File: src/omr_consts.svh
// Constants of the optical motion readout block: addresses, resets, limits.
// Assumes inclusion by the block's package and design file only.
`ifndef OMR_CONSTS_SVH
`define OMR_CONSTS_SVH

// Register addresses on the serial port (7-bit)
`define OMR_A_PID 7'h00
`define OMR_A_REV 7'h01
`define OMR_A_STATUS 7'h02
`define OMR_A_XCNT 7'h03
`define OMR_A_YCNT 7'h04
`define OMR_A_QUALITY 7'h05
`define OMR_A_SHUT_UP 7'h06
`define OMR_A_SHUT_LOW 7'h07
`define OMR_A_BRIGHT 7'h08
`define OMR_A_SUM 7'h09
`define OMR_A_DARK 7'h0a
`define OMR_A_GRAB 7'h0b
`define OMR_A_NIBBLE 7'h0c
`define OMR_A_CTRL 7'h0d

// Reset values
`define OMR_RST_SHUTTER 16'h0064
`define OMR_RST_BRIGHT 8'hd0
`define OMR_RST_SUM 8'h80
`define OMR_RST_CTRL 8'h01

// Field positions
`define OMR_CTRL_WIDE_BIT 7
`define OMR_GRAB_VALID_BIT 7

// Value limits
`define OMR_QUALITY_MAX 8'hb4
`define OMR_PIX_CEIL 8'hfe
`define OMR_SUM_MAX 17'h1_e038
`define OMR_LIM12 13'sh07ff
`define OMR_LIM8 13'sh007f

// Pixel grabber geometry
`define OMR_GRAB_LAST 9'h1e3

// Exposure loop thresholds and step
`define OMR_EXP_PEAK_HI 8'hf0
`define OMR_EXP_PEAK_LO 8'h80
`define OMR_EXP_AVG_HI 8'hc0
`define OMR_EXP_AVG_LO 8'h40
`define OMR_EXP_STEP 16'h0004
`define OMR_EXP_MIN 16'h0008

`endif

File: src/omr_pkg.sv
// Types of the optical motion readout block.
// Assumes the constants header sits in the same folder.
`include "omr_consts.svh"

package omr_pkg;

  // Per-frame results from the image processor
  typedef struct packed {
    logic [11:0] dx;
    logic [11:0] dy;
    logic [8:0] feature_cnt;
    logic [16:0] pix_sum;
    logic [7:0] pix_peak;
    logic [7:0] pix_low;
  } omr_frame_t;

  // One pixel of the frame as it streams out of the array
  typedef struct packed {
    logic [8:0] index;
    logic [7:0] value;
  } omr_pixel_t;

  // Serial port states
  typedef enum logic [3:0] {
    OMR_IDLE = 4'b0001,
    OMR_ADDR = 4'b0010,
    OMR_RDATA = 4'b0100,
    OMR_WDATA = 4'b1000
  } omr_state_t;

endpackage

File: src/omr_readout.sv
// Read-side register logic of an optical motion sensor, with its serial port.
// Assumes frame results and the pixel stream arrive on the core clock,
// and that the serial pins come straight from the outside world.
`timescale 1ns/10ps
`include "omr_consts.svh"

module omr_readout
  import omr_pkg::*;
#(
  parameter logic [7:0] PRODUCT_ID = 8'h5c, // Arbitrary value
  parameter logic [7:0] REVISION = 8'h01 // Arbitrary value
) (
  input wire logic clock,
  input wire logic nrst,
  input wire logic ncs,
  input wire logic sclk,
  input wire logic mosi,
  output logic miso,
  output logic miso_oe,
  input wire logic frame_valid,
  input wire omr_frame_t frame,
  input wire logic pixel_valid,
  input wire omr_pixel_t pixel,
  output logic [15:0] shutter_time
);

  // Saturating add of a frame's motion onto an accumulated count
  function automatic logic [11:0] sat_add(input logic [11:0] a,
                                          input logic [11:0] b,
                                          input logic wide);
    logic signed [12:0] s;
    logic signed [12:0] hi;
    s = $signed({a[11], a}) + $signed({b[11], b});
    hi = wide ? `OMR_LIM12 : `OMR_LIM8;
    if (s > hi) begin
      s = hi;
    end else if (s < -hi - 13'sd1) begin
      s = -hi - 13'sd1;
    end
    return s[11:0];
  endfunction

  // Clamp of an 8-bit statistic to a ceiling
  function automatic logic [7:0] clamp8(input logic [7:0] v,
                                        input logic [7:0] lim);
    return (v > lim) ? lim : v;
  endfunction

  // ---------------------------------------------------------------
  // Pin synchronisers: ncs, sclk, mosi pass two flops before use
  logic [2:0] sync1_ff;
  logic [2:0] sync2_ff;
  logic sclk_d_ff;
  logic [2:0] nxt_sync1;
  logic [2:0] nxt_sync2;
  logic nxt_sclk_d;

  // First stage feeds only the second stage
  always_comb begin
    nxt_sync1 = {ncs, sclk, mosi};
    nxt_sync2 = sync1_ff;
    nxt_sclk_d = sync2_ff[1];
  end

  // Idle pins look like a deselected port after reset
  always_ff @(posedge clock or negedge nrst) begin
    if (!nrst) begin
      sync1_ff <= 3'h6;
      sync2_ff <= 3'h6;
      sclk_d_ff <= 1'b1;
    end else begin
      sync1_ff <= nxt_sync1;
      sync2_ff <= nxt_sync2;
      sclk_d_ff <= nxt_sclk_d;
    end
  end

  // ---------------------------------------------------------------
  // Register state
  logic [11:0] x_ff;
  logic [11:0] y_ff;
  logic [3:0] x_hi_ff;
  logic [3:0] y_hi_ff;
  logic motion_seen_flag_ff;
  logic [7:0] surface_quality_ff;
  logic [15:0] shutter_ff;
  logic [7:0] shut_low_shadow_ff;
  logic shadow_armed_ff;
  logic [7:0] brightest_pixel_ff;
  logic [7:0] pixel_sum_upper_ff;
  logic [7:0] darkest_pixel_ff;
  logic [7:0] pixel_capture_ff;
  logic [8:0] grab_index_ff;
  logic [7:0] ctrl_ff;

  // ---------------------------------------------------------------
  // Serial port engine
  omr_state_t state_ff;
  logic [2:0] bit_ff;
  logic [7:0] shift_ff;
  logic [6:0] addr_ff;
  logic [7:0] out_ff;
  logic miso_ff;
  logic oe_ff;
  omr_state_t nxt_state;
  logic [2:0] nxt_bit;
  logic [7:0] nxt_shift;
  logic [6:0] nxt_addr;
  logic [7:0] nxt_out;
  logic nxt_miso;
  logic nxt_oe;
  logic rd_pulse;
  logic wr_pulse;
  logic [7:0] cmd;
  logic [7:0] rdata;
  logic rise;
  logic fall;

  // Read data picked from the byte just shifted in
  always_comb begin
    cmd = {shift_ff[6:0], sync2_ff[0]};
    case (cmd[6:0])
      `OMR_A_PID: rdata = PRODUCT_ID;
      `OMR_A_REV: rdata = REVISION;
      `OMR_A_STATUS: rdata = {motion_seen_flag_ff, 7'h00};
      `OMR_A_XCNT: rdata = x_ff[7:0];
      `OMR_A_YCNT: rdata = y_ff[7:0];
      `OMR_A_QUALITY: rdata = surface_quality_ff;
      `OMR_A_SHUT_UP: rdata = shutter_ff[15:8];
      // Lower byte pairs with the upper byte read just before it
      `OMR_A_SHUT_LOW: rdata = shadow_armed_ff ? shut_low_shadow_ff : shutter_ff[7:0];
      `OMR_A_BRIGHT: rdata = brightest_pixel_ff;
      `OMR_A_SUM: rdata = pixel_sum_upper_ff;
      `OMR_A_DARK: rdata = darkest_pixel_ff;
      `OMR_A_GRAB: rdata = pixel_capture_ff;
      `OMR_A_NIBBLE: rdata = {x_hi_ff, y_hi_ff};
      `OMR_A_CTRL: rdata = ctrl_ff;
      default: rdata = 8'h00;
    endcase
  end

  // Mode 3 framing: sample on sclk rise, change miso on sclk fall.
  // Bit 7 of the first byte selects write; a port may carry several
  // commands under one ncs low.
  always_comb begin
    nxt_state = state_ff;
    nxt_bit = bit_ff;
    nxt_shift = shift_ff;
    nxt_addr = addr_ff;
    nxt_out = out_ff;
    nxt_miso = miso_ff;
    nxt_oe = oe_ff;
    rd_pulse = 1'b0;
    wr_pulse = 1'b0;
    rise = sync2_ff[1] & ~sclk_d_ff;
    fall = ~sync2_ff[1] & sclk_d_ff;
    if (sync2_ff[2]) begin
      nxt_state = OMR_IDLE;
      nxt_bit = 3'h0;
      nxt_oe = 1'b0;
    end else begin
      case (state_ff)
        OMR_IDLE: begin
          nxt_state = OMR_ADDR;
          nxt_bit = 3'h0;
          nxt_oe = 1'b1;
        end
        OMR_ADDR: begin
          if (rise) begin
            nxt_shift = cmd;
            nxt_bit = bit_ff + 3'h1;
            if (bit_ff == 3'h7) begin
              nxt_addr = cmd[6:0];
              if (cmd[7]) begin
                nxt_state = OMR_WDATA;
              end else begin
                nxt_state = OMR_RDATA;
                nxt_out = rdata;
                rd_pulse = 1'b1;
              end
            end
          end
        end
        OMR_RDATA: begin
          if (fall) begin
            nxt_miso = out_ff[7];
            nxt_out = {out_ff[6:0], 1'b0};
          end
          if (rise) begin
            nxt_bit = bit_ff + 3'h1;
            if (bit_ff == 3'h7) begin
              nxt_state = OMR_ADDR;
            end
          end
        end
        OMR_WDATA: begin
          if (rise) begin
            nxt_shift = cmd;
            nxt_bit = bit_ff + 3'h1;
            if (bit_ff == 3'h7) begin
              wr_pulse = 1'b1;
              nxt_state = OMR_ADDR;
            end
          end
        end
        default: begin
          nxt_state = OMR_IDLE;
        end
      endcase
    end
  end

  // Port registers
  always_ff @(posedge clock or negedge nrst) begin
    if (!nrst) begin
      state_ff <= OMR_IDLE;
      bit_ff <= 3'h0;
      shift_ff <= 8'h00;
      addr_ff <= 7'h00;
      out_ff <= 8'h00;
      miso_ff <= 1'b0;
      oe_ff <= 1'b0;
    end else begin
      state_ff <= nxt_state;
      bit_ff <= nxt_bit;
      shift_ff <= nxt_shift;
      addr_ff <= nxt_addr;
      out_ff <= nxt_out;
      miso_ff <= nxt_miso;
      oe_ff <= nxt_oe;
    end
  end

  assign miso = miso_ff;
  assign miso_oe = oe_ff;
  assign shutter_time = shutter_ff;

  // ---------------------------------------------------------------
  // Register effects of frames, reads and writes
  logic [11:0] nxt_x;
  logic [11:0] nxt_y;
  logic [3:0] nxt_x_hi;
  logic [3:0] nxt_y_hi;
  logic nxt_flag;
  logic [7:0] nxt_quality;
  logic [15:0] nxt_shutter;
  logic [7:0] nxt_shadow;
  logic nxt_armed;
  logic [7:0] nxt_bright;
  logic [7:0] nxt_sum;
  logic [7:0] nxt_dark;
  logic [7:0] nxt_grab;
  logic [8:0] nxt_grab_index;
  logic [7:0] nxt_ctrl;
  logic wide;
  logic wr_status;
  logic rd_grab;

  // Clears from the port come first so a same-cycle frame still lands
  always_comb begin
    nxt_x = x_ff;
    nxt_y = y_ff;
    nxt_x_hi = x_hi_ff;
    nxt_y_hi = y_hi_ff;
    nxt_flag = motion_seen_flag_ff;
    nxt_quality = surface_quality_ff;
    nxt_shutter = shutter_ff;
    nxt_shadow = shut_low_shadow_ff;
    nxt_armed = shadow_armed_ff;
    nxt_bright = brightest_pixel_ff;
    nxt_sum = pixel_sum_upper_ff;
    nxt_dark = darkest_pixel_ff;
    nxt_grab = pixel_capture_ff;
    nxt_grab_index = grab_index_ff;
    nxt_ctrl = ctrl_ff;
    wide = ctrl_ff[`OMR_CTRL_WIDE_BIT];
    wr_status = wr_pulse && (addr_ff == `OMR_A_STATUS);
    rd_grab = rd_pulse && (cmd[6:0] == `OMR_A_GRAB);
    // Any other access breaks the upper-then-lower shutter pairing
    if (rd_pulse || wr_pulse) begin
      nxt_armed = 1'b0;
    end
    if (rd_pulse && (cmd[6:0] == `OMR_A_SHUT_UP)) begin
      nxt_shadow = shutter_ff[7:0];
      nxt_armed = 1'b1;
    end
    // Reading a count hands its upper nibble to the nibble register
    if (rd_pulse && (cmd[6:0] == `OMR_A_XCNT)) begin
      nxt_x = 12'h000;
      nxt_x_hi = x_ff[11:8];
    end
    if (rd_pulse && (cmd[6:0] == `OMR_A_YCNT)) begin
      nxt_y = 12'h000;
      nxt_y_hi = y_ff[11:8];
    end
    if (wr_status) begin
      nxt_x = 12'h000;
      nxt_y = 12'h000;
      nxt_flag = 1'b0;
    end
    if (wr_pulse && (addr_ff == `OMR_A_CTRL)) begin
      // The last data bit is not in shift_ff yet, so take the full byte
      nxt_ctrl = cmd;
    end
    // Grabber: write rewinds, valid read advances, else capture
    if (wr_pulse && (addr_ff == `OMR_A_GRAB)) begin
      nxt_grab = 8'h00;
      nxt_grab_index = 9'h000;
    end else if (rd_grab && pixel_capture_ff[`OMR_GRAB_VALID_BIT]) begin
      nxt_grab = 8'h00;
      // Column-major order wraps after the last of 484 pixels
      nxt_grab_index = (grab_index_ff == `OMR_GRAB_LAST) ? 9'h000 :
                       grab_index_ff + 9'h001;
    end else if (pixel_valid && !pixel_capture_ff[`OMR_GRAB_VALID_BIT] &&
                 pixel.index == grab_index_ff) begin
      // The valid bit blocks further captures until this capture is read
      nxt_grab = {1'b1, pixel.value[7:1]};
    end
    // Frame results; the motion set wins over a same-cycle clear
    if (frame_valid) begin
      nxt_x = sat_add(nxt_x, frame.dx, wide);
      nxt_y = sat_add(nxt_y, frame.dy, wide);
      if (frame.dx != 12'h000 || frame.dy != 12'h000) begin
        nxt_flag = 1'b1;
      end
      nxt_quality = clamp8(frame.feature_cnt[8:1], `OMR_QUALITY_MAX);
      nxt_bright = clamp8(frame.pix_peak, `OMR_PIX_CEIL);
      nxt_dark = clamp8(frame.pix_low, `OMR_PIX_CEIL);
      nxt_sum = (frame.pix_sum > `OMR_SUM_MAX) ? 8'(`OMR_SUM_MAX >> 9) :
                frame.pix_sum[16:9];
      // Exposure loop: shorten on glare, lengthen on a dim frame
      if (frame.pix_peak > `OMR_EXP_PEAK_HI ||
          frame.pix_sum[16:9] > `OMR_EXP_AVG_HI) begin
        if (shutter_ff > `OMR_EXP_MIN + `OMR_EXP_STEP) begin
          nxt_shutter = shutter_ff - `OMR_EXP_STEP;
        end
      end else if (frame.pix_peak < `OMR_EXP_PEAK_LO &&
                   frame.pix_sum[16:9] < `OMR_EXP_AVG_LO) begin
        if (shutter_ff < 16'hffff - `OMR_EXP_STEP) begin
          nxt_shutter = shutter_ff + `OMR_EXP_STEP;
        end
      end
    end
  end

  // Register file
  always_ff @(posedge clock or negedge nrst) begin
    if (!nrst) begin
      x_ff <= 12'h000;
      y_ff <= 12'h000;
      x_hi_ff <= 4'h0;
      y_hi_ff <= 4'h0;
      motion_seen_flag_ff <= 1'b0;
      surface_quality_ff <= 8'h00;
      shutter_ff <= `OMR_RST_SHUTTER;
      shut_low_shadow_ff <= 8'h00;
      shadow_armed_ff <= 1'b0;
      brightest_pixel_ff <= `OMR_RST_BRIGHT;
      pixel_sum_upper_ff <= `OMR_RST_SUM;
      darkest_pixel_ff <= 8'h00;
      pixel_capture_ff <= 8'h00;
      grab_index_ff <= 9'h000;
      ctrl_ff <= `OMR_RST_CTRL;
    end else begin
      x_ff <= nxt_x;
      y_ff <= nxt_y;
      x_hi_ff <= nxt_x_hi;
      y_hi_ff <= nxt_y_hi;
      motion_seen_flag_ff <= nxt_flag;
      surface_quality_ff <= nxt_quality;
      shutter_ff <= nxt_shutter;
      shut_low_shadow_ff <= nxt_shadow;
      shadow_armed_ff <= nxt_armed;
      brightest_pixel_ff <= nxt_bright;
      pixel_sum_upper_ff <= nxt_sum;
      darkest_pixel_ff <= nxt_dark;
      pixel_capture_ff <= nxt_grab;
      grab_index_ff <= nxt_grab_index;
      ctrl_ff <= nxt_ctrl;
    end
  end

endmodule

File: config.mk
export PLATFORM = sky130hd
export DESIGN_NAME = omr_readout
export DESIGN_NICKNAME = d
export VERILOG_FILES = /design/src/omr_pkg.sv /design/src/omr_readout.sv
export VERILOG_INCLUDE_DIRS = /design/src
export SDC_FILE = /design/constraint.sdc
export NUM_CORES = 1
export LEC_CHECK = 0
export ABC_CLOCK_PERIOD_IN_PS = 11300
export BUFFER_PORTS_ARGS = -buffer_cell sky130_fd_sc_hd__buf_2
export CORE_AREA = 5 5 153 155
export CTS_BUF_LIST = sky130_fd_sc_hd__clkbuf_2
export DETAILED_ROUTE_END_ITERATION = 7
export DIE_AREA = 0 0 158 160
export GPL_TIMING_DRIVEN = 0
export PLACE_DENSITY = 0.69
export SYNTH_ARGS = -nofsm -noshare
export SYNTH_HDL_FRONTEND = slang
export SYNTH_SLANG_ARGS = --single-unit
File: constraint.sdc
create_clock -name clock -period 11.3 [get_ports clock]
set_clock_uncertainty 0.05 [all_clocks]
set_input_delay 0.565 -clock clock [delete_from_list [all_inputs] [get_ports clock]]
set_output_delay 0.565 -clock clock [all_outputs]
set_load 0.02 [all_outputs]
# == After elaboration in Yosys (flattened, before gate mapping) ==
# Cells that the tools add are included.
# op_classes
add_sub_neg,8
order_cmp,14
eq_ne,33
n_mux,58
bitwise_logic,5
reduce_logical,36
# ops
cell,count
two-way mux 12 bit,10
one-hot mux 8 bit (14 select lines),1
two-way mux 8 bit,12
two-way mux 16 bit,4
equality test 7 x 4 -> 1 bit (second input constant),8
> comparator 8 bit (second input constant),5
equality test 7 x 3 -> 1 bit (second input constant),4
two-way mux 9 bit,3
adder 12 x 12 -> 13 bit,2
> comparator 13 x 12 -> 1 bit,2
< comparator 13 bit,2
two-way mux 4 bit,6
nonzero test 12 bit,2
equality test 7 x 2 -> 1 bit (second input constant),3
> comparator 17 bit (second input constant),1
adder 16 x 3 -> 16 bit (second input constant),1
> comparator 16 x 4 -> 1 bit (second input constant),1
< comparator 16 bit (second input constant),1
two-way mux 1 bit,16
one-hot mux 8 bit (2 select lines),1
subtractor 16 x 3 -> 16 bit (second input constant),1
negation 11 -> 13 bit,1
subtractor 13 x 2 -> 13 bit (second input constant),1
one-hot mux 4 bit (3 select lines),1
33 further kinds,65
# word_totals
register_bits,153

# == Longest topological paths before layout ==
# depth
word_depth,13
depth_mapped,27

# == Worst setup path after synthesis ==
# No wires, ideal clock.
# synth_timing
kind,register to register
from,reg state_ff[0]
to,reg y_ff[7]
setup_time_ns,0.145
t_arrival_ns,5.314
required_time_ns,11.105
path_slack_ns,5.792
path_stages_with_launch,28
period_less_slack_ns,5.508
cell_sequence,dfstp_2 -> buf_2 -> or3_1 -> buf_2 -> nor4_4 -> nand3b_1 -> or3_4 -> and2_1 -> nand2_1 -> inv_1 -> ha_1 -> fa_1 -> a211oi_1 -> o21ai_0 -> a21o_1 -> a21oi_1 -> o21bai_1 -> a21o_1 -> xnor2_1 -> inv_1 -> ha_1 -> nor3_1 -> and4_1 -> nand4_1 -> a21oi_1 -> nor3_1 -> o21ai_0 -> o211ai_1
# synth_between
elab_chain_cells,11
elab_cells_between_ends,16
classes_between,1 x add/sub; 2 x order compare; 2 x eq/ne; 9 x mux; 2 x reduce/logical
# synth_rtl
element,line_no,source
from (decl),omr_readout.sv:98,omr_state_t state_ff;
from (signal assigned),omr_readout.sv:224,state_ff <= nxt_state;
equality test 4 x 2 -> 1 bit,omr_readout.sv:162,case (state_ff)
two-way mux 1 bit,omr_readout.sv:162,
two-way mux 1 bit,omr_readout.sv:157,if (sync2_ff[2]) begin
logical AND 1 bit,omr_readout.sv:292,if (rd_pulse && (cmd[6:0] == `OMR_A_YCNT)) begin
two-way mux 12 bit,omr_readout.sv:292,
two-way mux 12 bit (*),omr_readout.sv:296,if (wr_status) begin
adder 12 x 12 -> 13 bit,omr_readout.sv:33,"s = $signed({a[11], a}) + $signed({b[11], b});"
< comparator 13 bit,omr_readout.sv:37,end else if (s < -hi - 13'sd1) begin
two-way mux 12 bit,omr_readout.sv:37,
two-way mux 12 bit,omr_readout.sv:35,if (s > hi) begin
two-way mux 12 bit (*),omr_readout.sv:320,if (frame_valid) begin
via nxt_y[7],omr_readout.sv:241,logic [11:0] nxt_y;
to (signal assigned),omr_readout.sv:366,y_ff <= nxt_y;
to (decl),omr_readout.sv:81,logic [11:0] y_ff;
# Mark *: on every way through the listed nets, which the timed path passes. The rest lies on a longest branch.
# A chain may end at the register's enable or synchronous reset.

# == Worst setup path in the final report ==
# layout_timing
from,reg bit_ff[0]
to,reg y_ff[8]
# layout_between
elab_chain_cells,13
elab_cells_between_ends,19
classes_between,1 x add/sub; 2 x order compare; 1 x eq/ne; 13 x mux; 2 x reduce/logical
# layout_rtl
element,line_no,source
from (decl),omr_readout.sv:99,logic [2:0] bit_ff;
from (signal assigned),omr_readout.sv:225,bit_ff <= nxt_bit;
equality test 3 bit (*),"omr_readout.sv:172, omr_readout.sv:200",
two-way mux 1 bit,omr_readout.sv:172,if (bit_ff == 3'h7) begin
two-way mux 1 bit,omr_readout.sv:169,if (rise) begin
two-way mux 1 bit,omr_readout.sv:162,
two-way mux 1 bit,omr_readout.sv:157,
logical AND 1 bit,omr_readout.sv:292,
two-way mux 12 bit,omr_readout.sv:292,
two-way mux 12 bit (*),omr_readout.sv:296,
adder 12 x 12 -> 13 bit,omr_readout.sv:33,
< comparator 13 bit,omr_readout.sv:37,
two-way mux 12 bit,omr_readout.sv:37,
two-way mux 12 bit,omr_readout.sv:35,
two-way mux 12 bit (*),omr_readout.sv:320,
via nxt_y[8],omr_readout.sv:241,
# Marked as above.

==> summary.md <==
| Metric | Value |
|---|---|
| Max cap viols | `0` |
| Final #Nets | `1339` |
| Worst setup EP type | `flop` |
| Complex-gate fraction of the synthesized area | `16.7%` |
| Share of layout cells above drive strength 1 | `20.7%` |
| Psw | `935 uW` |
| Post-route DRC | `0` |
| Reg power frac | `34.1%` |
| Setup CP Type | `reg2reg` |
| PortBufs | `103` |
| Vias in the first global route | `8351` |
| GR Util met2 | `32.4%` |
| Synth area leader | `dfrtp_1` |
| Hold crit path type | `in2reg` |
| H-tree lvl count | `4` |
| Synth Area in Adders | `8.24%` |
| Main combinational cell family by area after synthesis | `simple AND/OR/NAND/NOR gates` |
| Post-Route Setup TNS | `0 ps` |
| Final Setup Violations | `0` |
| FP Rows | `54` |
| Ys flop type | `dfrtp_1` |
| Unrepaired setup endpoints after global routing | `no` |
| Max frequency | `147 MHz` |
| Syn Inst Count | `1023` |
| I/O Pins | `108` |
| Initial Utilization | `44.7%` |
| # clock sinks | `149` |
| First-pass GRT wire length | `42.4 mm` |
| Clk pwr share | `13.9%` |
| Worst slew margin | `14.3%` |
| Top post-synthesis cells by area | `dfrtp_1 (35%), ha_1 (7.6%), mux2_2 (7.4%)` |
| Finished Cell Area | `11200 um^2` |
| DR iter-0 viols | `461` |
| Fin. max-slew vios | `0` |
| Setup Fix Bufs, Post-CTS | `0` |
| Via density | `5.70` |
| Antenna violations before repair | `1` |
| Minimum clock period | `6780 ps` |
| Simple-gate area share of the yosys netlist | `19.0%` |
| Commonest non-fill, non-tap cell in the layout | `dfrtp_1` |
| P_int | `1.19 mW` |
| Drt pass-1 iters | `5` |
| Met3 usage | `5.12%` |
| DP Wirelength | `19.6 mm` |
| Detailed Route WL | `26.3 mm` |
| Fill count | `1959` |
| GRT Total Usage | `20.8%` |
| Post-synthesis mux area share | `11.0%` |
| Most Crowded Layer GR | `met2` |
| Cell Area, Synth | `9690 um^2` |
| Final Hold Fails | `0` |
| Vias | `8435` |
| Clock tree buffer depth | `2` |
| Outcome | `completed` |
| Yosys cell types | `75` |
| Ys async rst share | `100%` |
| Sw Ratio | `44.0%` |
| Mean Syn Cell Area | `9.47 um^2` |
| Total grt overflow | `0` |
| Power density cells | `189 nW/um^2` |
| EDFF count, synth | `0` |
| Worst Path Required | `11850 ps` |
| Die area | `25300 um^2` |
| CTS tree | `built` |
| Crit start category | `flop` |
| Core area | `21700 um^2` |
| CP Max Fanout | `8` |
| Area after DPL | `10600 um^2` |
| Die Ht | `160 um` |
| GP Congestion | `0.922` |
| Seq cells post-synth | `149` |
| Register area share after synthesis | `38.7%` |
| Grt met1 use | `28.9%` |
| Cts bufs inserted | `17` |
| XOR/XNOR Fraction of Synth Area | `2.98%` |
| Peak supply drop | `0.130 mV` |
| Clock latency on the worst-skew pair | `730 ps` |
| WL/cell | `17.7 um` |
| Post-DRT Antenna Nets | `0` |
| Largest net degree at the start of global routing | `94` |
| Clk root buf | `clkbuf_2` |
| Die X-Extent | `158 um` |
| Tcrit/Tclk final | `60.0%` |
| Worst Max-Slew Pin Slew | `1270 ps` |
| Comb pwr share | `52.0%` |
| Clk slew on worst S/H paths | `220 ps` |
| Area Overhead vs Synth | `15.8%` |
| Most frequent cells in the layout | `dfrtp_1 (135), buf_2 (109), nor2_1 (87)` |
| Static leakage | `4.99 nW` |
| Crit path DAT | `7330 ps` |
| Synth warn | `0` |
| Top-area cell type share of the netlist area | `34.9%` |
-- worst paths after layout --
path	start	end	slack, ps	cells past startpoint
worst min-delay path	frame[8]	brightest_pixel_ff[0]	80	3
max in group asynchronous	nrst	shutter_time[5]	10070	3
worst max register to register	bit_ff[0]	y_ff[8]	4520	26
worst max-delay path	bit_ff[0]	y_ff[8]	4520	26
min in group asynchronous	nrst	grab_index_ff[5]	270	2
worst min register to register	nxt_sync2[2]	sync2_ff[2]	320	0
-- critical path, cell delays in order, from the launching register on --
cell,delay (ps)
dfrtp_1,420
ha_1,160
ha_1,150
nand3b_1,320
nor4_2,680
nand2_1,310
and2_1,300
nand2_1,100
inv_1,40
ha_1,210
fa_1,430
a211oi_1,360
o21ai_0,210
a21o_1,210
a21oi_1,230
o21bai_1,90
a21o_1,180
xnor2_1,250
inv_1,110
ha_1,300
nor3_1,340
and4_1,240
nand4_1,120
a21oi_1,230
nor3_1,60
o21ai_0,380
o211ai_1,170
-- power by group through the flow --
stage	Combinational, mW	Clock [mW]	Sequential [mW]
detailed placement	1.08	0	0.731
global route	1.24	0.325	0.734
floorplan	0.799	0	0.715
global placement	1.06	0	0.730
finish	1.10	0.295	0.725
CTS	1.10	0.301	0.722
-- metal layers --
layer  vias to the layer above  wire (um)
met3                        35       1720
met2                       248      12100
met4                         0        514
met1                      4040      12000
li1                       4112          -
met5                         -          0
-- cells by family after synthesis --
logic type	after synthesis
other	1
AO/OA/AOI/OAI	255
flip-flops	149
multiplexers	88
AND/OR/NAND/NOR	353
adder cells (fa/ha/maj)	62
XOR/XNOR	33
buffers and inverters	82
-- area by class of cell --
type / instances / area (um^2) / area share (%)
antenna: 1 / 2.50 / 0.0223
inverter: 39 / 146 / 1.30
sequential: 149 / 3750 / 33.4
timing repair buffer: 144 / 950 / 8.46
clock buffer: 18 / 90.1 / 0.803
tap: 280 / 350 / 3.12
clock inverter: 14 / 136 / 1.22
buffer: 43 / 185 / 1.65
multi-input combinational: 793 / 5610 / 50.0
-- through the flow --
| step | power (mW) | utilization, % | hold slack (ps) | std cells | worst slack (ps) |
|---|---|---|---|---|---|
| floorplan | 1.51 | - | 219 | 1024 | 5790 |
| detailed placement | 1.82 | 48.8 | 285 | 1408 | 4640 |
| global placement | 1.79 | 48.7 | 284 | 1407 | 4660 |
| global route | 2.30 | 51.7 | 16.1 | 1481 | 4060 |
| CTS | 2.12 | 51.4 | 1.24 | 1474 | 4540 |
| finish | 2.12 | 51.7 | 83.9 | 1481 | 4520 |
-- what timing repair did --
| item | 4_1_cts | 5_1_grt |
|---|---|---|
| endpoints found under the hold margin | 83 | 6 |
| gates resized for setup | 0 | 0 |
| hold buffers | 34 | 6 |
-- registers in the layout (all words and copies together) (netlist names), 6 cells and up --
name,flops
addr_ff,7
brightest_pixel_ff,8
ctrl_ff,8
darkest_pixel_ff,8
grab_index_ff,9
out_ff,8
pixel_capture_ff,8
pixel_sum_upper_ff,8
shift_ff,7
shut_low_shadow_ff,6
shutter_time,14
surface_quality_ff,8
x_ff,12
y_ff,12
-- synthesized netlist by cell type, types with 10 or more instances --
cell and instances:
xor2_1 10, inv_1 39, mux2i_1 16, xnor2_1 23, a21o_1 12, nor4_1 19
nand3_1 26, and3_1 28, nand4_1 17, dfstp_2 14, nor2_1 87, a21oi_1 78
a211oi_1 12, nor3_1 26, dfrtp_1 135, mux2_2 64, a31oi_1 15, clkbuf_1 29
nand2_1 76, nand2b_1 13, nor2b_1 17, o21ai_0 56, o211ai_1 10, ha_1 59
No activity file was read; power rests on OpenSTA's default activity.
